[src/move_or_literal_exec_regs.svh]
// constants for the move / or / literal execution slice
// assumes inclusion by bare name from the design files
`ifndef MOVE_OR_LITERAL_EXEC_REGS_SVH
`define MOVE_OR_LITERAL_EXEC_REGS_SVH

// ----------------------------------------
// widths
// ----------------------------------------
`define DATA_W 8
`define ADDR_W 7
`define OPC_W 3
`define REG_DEPTH 128

// ----------------------------------------
// opcode encodings on the opcode port
// ----------------------------------------
`define OPC_IDLE 3'h0
`define OPC_OR_ACC_INTO_REG 3'h1
`define OPC_COPY_REG 3'h2
`define OPC_STORE_ACC 3'h3
`define OPC_LOAD_IMMEDIATE 3'h4

// ----------------------------------------
// target choice values and reset values
// ----------------------------------------
`define TARGET_ACC 1'h0
`define TARGET_REG 1'h1
`define ACC_RESET 8'h00
`define NULL_FLAG_RESET 1'h0

// ----------------------------------------
// timing: every instruction here takes one instruction cycle
// ----------------------------------------
`define EXEC_CYCLES 1

`endif

[src/move_or_literal_exec_pkg.sv]
// types shared by the execution slice and its register file
// assumes the _regs header for widths
`include "move_or_literal_exec_regs.svh"

package move_or_literal_exec_pkg;
  typedef logic [`DATA_W-1:0] data_t;
  typedef logic [`ADDR_W-1:0] addr_t;
  typedef logic [`OPC_W-1:0] opc_t;
endpackage

[src/reg_file_if.sv]
// carrier between the execution core and the data register file
// assumes one clock shared by both ends
`timescale 1ns/1ns
`default_nettype none

interface reg_file_if;
  logic wrEn;
  move_or_literal_exec_pkg::addr_t wrAddr;
  move_or_literal_exec_pkg::data_t wrData;
  move_or_literal_exec_pkg::addr_t rdAddr;
  move_or_literal_exec_pkg::data_t rdData;
  move_or_literal_exec_pkg::addr_t peekAddr;
  move_or_literal_exec_pkg::data_t peekData;

  modport core (
    output wrEn,
    output wrAddr,
    output wrData,
    output rdAddr,
    output peekAddr,
    input rdData,
    input peekData
  );

  modport mem (
    input wrEn,
    input wrAddr,
    input wrData,
    input rdAddr,
    input peekAddr,
    output rdData,
    output peekData
  );
endinterface

`default_nettype wire

[src/data_reg_file.sv]
// data register file: 128 bytes, one write and two read ports
// assumes writes come from the execution core on core_clk
`timescale 1ns/1ns
`default_nettype none
`include "move_or_literal_exec_regs.svh"

module data_reg_file #(
  parameter int DEPTH = `REG_DEPTH
) (
  input wire logic core_clk,
  input wire logic reset,
  reg_file_if.mem rf
);

  // ----------------------------------------
  // storage
  // ----------------------------------------
  // contents are not reset; software initialises them like real ram
  move_or_literal_exec_pkg::data_t mem [DEPTH];
  move_or_literal_exec_pkg::data_t peek_r;
  move_or_literal_exec_pkg::data_t peek_nxt;

  // operand read is combinational so a full instruction fits one cycle
  assign rf.rdData = mem[rf.rdAddr];
  assign rf.peekData = peek_r;

  always_comb
  begin
    peek_nxt = mem[rf.peekAddr];
  end

  always_ff @(posedge core_clk)
  begin
    if (rf.wrEn)
    begin
      mem[rf.wrAddr] <= rf.wrData;
    end
  end

  always_ff @(posedge core_clk or posedge reset)
  begin
    if (reset)
    begin
      peek_r <= 8'h00;
    end
    else
    begin
      peek_r <= peek_nxt;
    end
  end

endmodule // data_reg_file

`default_nettype wire

[src/move_or_literal_exec.sv]
// execution slice for four accumulator instructions, plus idle
// assumes decoded opcode and operands arrive on core_clk, one per cycle
//
// How it works
// - or_acc_into_reg ORs accumulator and register; null flag from result
// - or_acc_into_reg target 0 writes the accumulator, 1 the register
// - copy_reg moves register to accumulator (0) or itself (1); sets flag
// - copy_reg target 1 keeps the register; flag still shows if it is zero
// - store_acc writes acc to register 0..127, no flag change, one cycle
// - load_immediate puts an 8-bit value in acc, no flag change, one cycle
`timescale 1ns/1ns
`default_nettype none
`include "move_or_literal_exec_regs.svh"

module move_or_literal_exec (
  input wire logic core_clk,
  input wire logic reset,
  input wire logic instrValid,
  input wire logic [`OPC_W-1:0] opcode,
  input wire logic targetChoice,
  input wire logic [`ADDR_W-1:0] memLocation,
  input wire logic [`DATA_W-1:0] immediateValue,
  input wire logic [`ADDR_W-1:0] peekAddr,
  output logic [`DATA_W-1:0] accumulator,
  output logic resultNullFlag,
  output logic instrDone,
  output logic pcAdvance,
  output logic illegalOpcode,
  output logic [`DATA_W-1:0] peekData
);

  // ----------------------------------------
  // register file
  // ----------------------------------------
  reg_file_if rf ();

  data_reg_file #(
    .DEPTH(`REG_DEPTH)
  ) u_regs (
    .core_clk(core_clk),
    .reset(reset),
    .rf(rf)
  );

  // ----------------------------------------
  // state
  // ----------------------------------------
  move_or_literal_exec_pkg::data_t acc_r;
  move_or_literal_exec_pkg::data_t acc_nxt;
  logic nullFlag_r;
  logic nullFlag_nxt;
  logic done_r;
  logic done_nxt;
  logic pcAdv_r;
  logic pcAdv_nxt;
  logic illegal_r;
  logic illegal_nxt;
  move_or_literal_exec_pkg::data_t peek_r;
  move_or_literal_exec_pkg::data_t peek_nxt;
  move_or_literal_exec_pkg::data_t orResult;
  logic wrEn;
  move_or_literal_exec_pkg::data_t wrData;
  logic isOr;
  logic isCopy;
  logic isStore;
  logic isLoad;
  logic isIdle;
  logic isIllegal;

  // ----------------------------------------
  // register file hookup
  // ----------------------------------------
  // read and write share one address: each instruction names one register
  assign rf.rdAddr = memLocation;
  assign rf.wrAddr = memLocation;
  assign rf.peekAddr = peekAddr;
  assign rf.wrEn = wrEn;
  assign rf.wrData = wrData;

  assign orResult = acc_r | rf.rdData;

  // ----------------------------------------
  // decode: one select line per instruction
  // ----------------------------------------
  // unknown codes get a select of their own so they can be flagged
  always_comb
  begin
    isOr = 1'b0;
    isCopy = 1'b0;
    isStore = 1'b0;
    isLoad = 1'b0;
    isIdle = 1'b0;
    isIllegal = 1'b0;
    if (instrValid)
    begin
      case (opcode)
        `OPC_OR_ACC_INTO_REG:
        begin
          isOr = 1'b1;
        end
        `OPC_COPY_REG:
        begin
          isCopy = 1'b1;
        end
        `OPC_STORE_ACC:
        begin
          isStore = 1'b1;
        end
        `OPC_LOAD_IMMEDIATE:
        begin
          isLoad = 1'b1;
        end
        `OPC_IDLE:
        begin
          isIdle = 1'b1;
        end
        default:
        begin
          isIllegal = 1'b1;
        end
      endcase
    end
  end

  // ----------------------------------------
  // datapath: accumulator, null flag and write port
  // ----------------------------------------
  always_comb
  begin
    acc_nxt = acc_r;
    nullFlag_nxt = nullFlag_r;
    wrEn = 1'b0;
    wrData = acc_r;
    if (isOr)
    begin
      nullFlag_nxt = (orResult == 8'h00);
      if (targetChoice == `TARGET_ACC)
      begin
        acc_nxt = orResult;
      end
      else
      begin
        wrEn = 1'b1;
        wrData = orResult;
      end
    end
    if (isCopy)
    begin
      nullFlag_nxt = (rf.rdData == 8'h00);
      if (targetChoice == `TARGET_ACC)
      begin
        acc_nxt = rf.rdData;
      end
      else
      begin
        // writes the same byte back, so only the flag really moves
        wrEn = 1'b1;
        wrData = rf.rdData;
      end
    end
    if (isStore)
    begin
      wrEn = 1'b1;
      wrData = acc_r;
    end
    if (isLoad)
    begin
      acc_nxt = immediateValue;
    end
    // idle and unknown codes fall through with everything held
  end

  always_ff @(posedge core_clk or posedge reset)
  begin
    if (reset)
    begin
      acc_r <= `ACC_RESET;
      nullFlag_r <= `NULL_FLAG_RESET;
    end
    else
    begin
      acc_r <= acc_nxt;
      nullFlag_r <= nullFlag_nxt;
    end
  end

  // ----------------------------------------
  // retire pulses
  // ----------------------------------------
  // unknown codes retire like idle so the core never stalls on them
  always_comb
  begin
    done_nxt = isOr | isCopy | isStore | isLoad | isIdle | isIllegal;
    pcAdv_nxt = done_nxt;
    illegal_nxt = isIllegal;
  end

  always_ff @(posedge core_clk or posedge reset)
  begin
    if (reset)
    begin
      done_r <= 1'b0;
      pcAdv_r <= 1'b0;
      illegal_r <= 1'b0;
    end
    else
    begin
      done_r <= done_nxt;
      pcAdv_r <= pcAdv_nxt;
      illegal_r <= illegal_nxt;
    end
  end

  // ----------------------------------------
  // peek path
  // ----------------------------------------
  // a local flop keeps the output registered, at the cost of one cycle
  always_comb
  begin
    peek_nxt = rf.peekData;
  end

  always_ff @(posedge core_clk or posedge reset)
  begin
    if (reset)
    begin
      peek_r <= 8'h00;
    end
    else
    begin
      peek_r <= peek_nxt;
    end
  end

  // ----------------------------------------
  // outputs
  // ----------------------------------------
  assign accumulator = acc_r;
  assign resultNullFlag = nullFlag_r;
  assign instrDone = done_r;
  assign pcAdvance = pcAdv_r;
  assign illegalOpcode = illegal_r;
  assign peekData = peek_r;

endmodule // move_or_literal_exec

`default_nettype wire

[config.mk]
export PLATFORM = sky130hd
export DESIGN_NAME = move_or_literal_exec
export DESIGN_NICKNAME = d
export VERILOG_FILES = /design/src/move_or_literal_exec_pkg.sv /design/src/reg_file_if.sv /design/src/data_reg_file.sv /design/src/move_or_literal_exec.sv
export VERILOG_INCLUDE_DIRS = /design/src /design/src/src
export SDC_FILE = /design/constraint.sdc
export NUM_CORES = 1
export LEC_CHECK = 0
export BUFFER_PORTS_ARGS = -buffer_cell sky130_fd_sc_hd__clkbuf_2
export CAP_MARGIN = 20
export CORE_MARGIN = 3
export CORE_UTILIZATION = 56
export CTS_CLUSTER_DIAMETER = 120
export DETAILED_ROUTE_END_ITERATION = 10
export PLACE_DENSITY = 0.72
export SYNTH_ARGS = -nofsm -noshare
export SYNTH_HDL_FRONTEND = slang
export SYNTH_HIERARCHICAL = 1
export SYNTH_SLANG_ARGS = --single-unit
[constraint.sdc]
create_clock -name core_clk -period 11.2 [get_ports core_clk]
set_clock_uncertainty 0.2 [all_clocks]
set_input_delay 1.68 -clock core_clk [delete_from_list [all_inputs] [get_ports core_clk]]
set_output_delay 1.68 -clock core_clk [all_outputs]
set_load 0.01 [all_outputs]
==> reports/results.txt <==
num rows: 107
initial DRC count: 3,732
CTS tree: built
clock latency at the later pin of the worst-skew pair: 0.68 ns
total core area: 85,700 um^2
Buffers on Ports: 48
initial antenna violation count: 8
Post-Synth XOR/XNOR Area: 0.0334%
Reg2Reg Setup Slack: 6.97 ns
CTS Root Cell: clkbuf_16
slew margin rel.: 21.7%
Setup-failing EPs final: 0
DP HPWL: 78,100 um
Final Hold Viols: 0
Yosys reg bits: 1,051
number of synthesized flops with an enable pin: 1,024
Post-Synthesis Cell Area: 48,700 um^2
DRC viols: 0
mean routed wirelength per cell: 36.6 um
post-synth top area cell: edfxtp_1
Worst setup SP type: input port
Total Wirelength: 126,000 um
# clock sinks: 1,051
Compound-Gate Fraction of Synth Area: 0.475%
Synth top area share: 63.2%
TritonCTS Buffers: 106
Post-CTS Resized: 0
Slew @ Worst Pin: 1.17 ns
placed inst area: 50,400 um^2
pre-CTS setup slack: 4.22 ns
Post-synth ARST share: 2.57%
fin crit period: 6.15 ns
Max clock buf depth: 3
Critical Path AT: 6.24 ns
TritonRoute pass-1 iters: 6
crit path from: memLocation[2]
Tot GR Track Use: 28.8%
count of cell types in the netlist: 38
fmax: 0.163 GHz
P_leak: 16.7 nW
initial core utilization: 56.8%
Avg Cell Area, Syn: 22.7 um^2
Die Y: 301 um
post-synthesis sequential area ratio: 64.5%
NumNets Final: 2,249
status: complete, no violations
Synth Instances: 2,146
adder-cell share of the synthesized area: 0%
Peak supply drop: 0.000134 V
hold_sp: u_regs/rf.peekData[5]
most frequent cells in the layout: edfxtp_1, mux4_2, nor2_1, clkbuf_16, buf_4
vias in the first global route: 26,000
ANT nets after route: 0
part of the cycle the worst path needs: 54.9%
via/cell ratio: 7.33
largest net degree at the start of global routing: 129
Die ar.: 90,500 um^2
HP Class: flop to flop
mux contribution to synthesized area: 31.5%
Critical Path Sink Type: flop
commonest non-fill, non-tap cell in the layout: edfxtp_1
placer congestion estimate: 0.881
CP Data Required Time: 11.29 ns
Ports: 49
Power Dens Cells: 171 nW/um^2
post-CTS setup buffer count: 0
Slew Viols, Final: 0
Area Growth Syn to Fin: 11.4%
Worst-path clk slew: 0.06 ns
Most used DFF post-synth: edfxtp_1
hold_buf cts: 0
fillcell total: 5,594
Setup TNS: 0 ns
largest family of logic cells by synthesized area: multiplexers
total grt overflow: 0
fin worst setup slack: 5.05 ns
fraction of layout cells with a size suffix above 1: 44.0%
RSZ-0062 raised after global routing: false
design area: 54,200 um^2
reg2reg start: u_regs/mem[87][7]
first-pass GRT wire length: 186,000 um
Max H-tree Level: 3
CP Class: input port to flop
Synthesized Nets: 2,175
die extent in x: 301 um
Crit Path Max Fanout: 73
max-cap viol count: 0
cells taking the most area after synthesis: edfxtp_1, mux4_2, dfrtp_1
Yosys warning count: 6
Synth Area in Simple Gates: 1.77%
Vias: 25,300
## cell usage after synthesis (all sizes together) (2+ instances only)
master and count:
a221o 8, and2 6, buf 102, clkbuf 69
dfrtp 27, edfxtp 1024, inv 12, mux2 16
mux4 672, nand2 15, nand2b 3, nand3 12
nand4 3, nor2 123, nor2b 8, nor3 10
nor4 5, o21ai 11, o31ai 8, or3 2
## sequential cells by signal (all words and copies together) (netlist names), named ones only
register / count
illegalOpcode: 1
pcAdvance: 1
peekData: 8
resultNullFlag: 1
u_regs/mem: 1024
u_regs/rf.peekData: 8
## cells by family (layout without fill, tap and decap cells)
logic type | count (synthesis) | after routing
DFF | 1051 | 1051
other | 0 | 2
muxes | 688 | 688
and+or+nand+nor | 192 | 192
xor gates and xnor gates | 1 | 1
buffers and inverters | 183 | 346
AOI/OAI and AO/OA | 31 | 31
## layout make-up
cell class / instances / area, um^2 / share of cell area, %
sequential: 1051 / 31400 / 57.9
multi-input combinational: 912 / 16600 / 30.5
clock buffer: 119 / 2740 / 5.06
tap: 1144 / 1430 / 2.64
timing repair buffer: 137 / 1180 / 2.18
clock inverter: 78 / 848 / 1.56
inverter: 12 / 45.0 / 0.0830
antenna: 2 / 5.00 / 0.00923
## through the flow
step / std cells / util, % / power (W) / hold WS [ns]
3_5_place_dp: 3235 / 58.8 / 0.00567 / 0.136
6_report: 3455 / 63.3 / 0.00925 / 0.147
5_1_grt: 3453 / 63.3 / 0.00953 / 0.152
3_3_place_gp: 3212 / 58.5 / 0.00562 / 0.143
4_1_cts: 3432 / 63.0 / 0.00929 / 0.149
2_1_floorplan: 2146 / - / 0.00536 / 0.131
## critical path, stage by stage
cell     delay [ns]
buf_8          0.52
buf_4          0.79
mux4_2         0.40
mux4_2         0.58
mux4_2         0.57
mux2_2         0.33
o31ai_1        0.38
o21ai_4        0.08
buf_4          0.29
buf_4          0.39
## power breakdown
part	internal, W	switching (W)
Clock	0.00214	0.00151
Combinational	0.000342	0.000634
Sequential	0.00461	0.0000180
## per-layer routing
metal	vias to the layer above	wire, um	track usage, %
met3	235	13900	5.93
met5	-	0	0
met4	0	4320	9.42
met1	13700	46600	41.6
li1	9731	-	-
met2	1614	61600	45.0
## final timing paths
| path | endpoint | cells past startpoint |
|---|---|---|
| max | u_regs/mem[94][7] | 10 |
| min | peekData[5] | 0 |
| max reg2reg | u_regs/mem[94][7] | 8 |
| min reg2reg | peekData[5] | 0 |
| max in group asynchronous | asynchronous set/reset pin | 2 |
| min in group asynchronous | u_regs/rf.peekData[0] | 2 |
(Power assumes the default switching activity.)
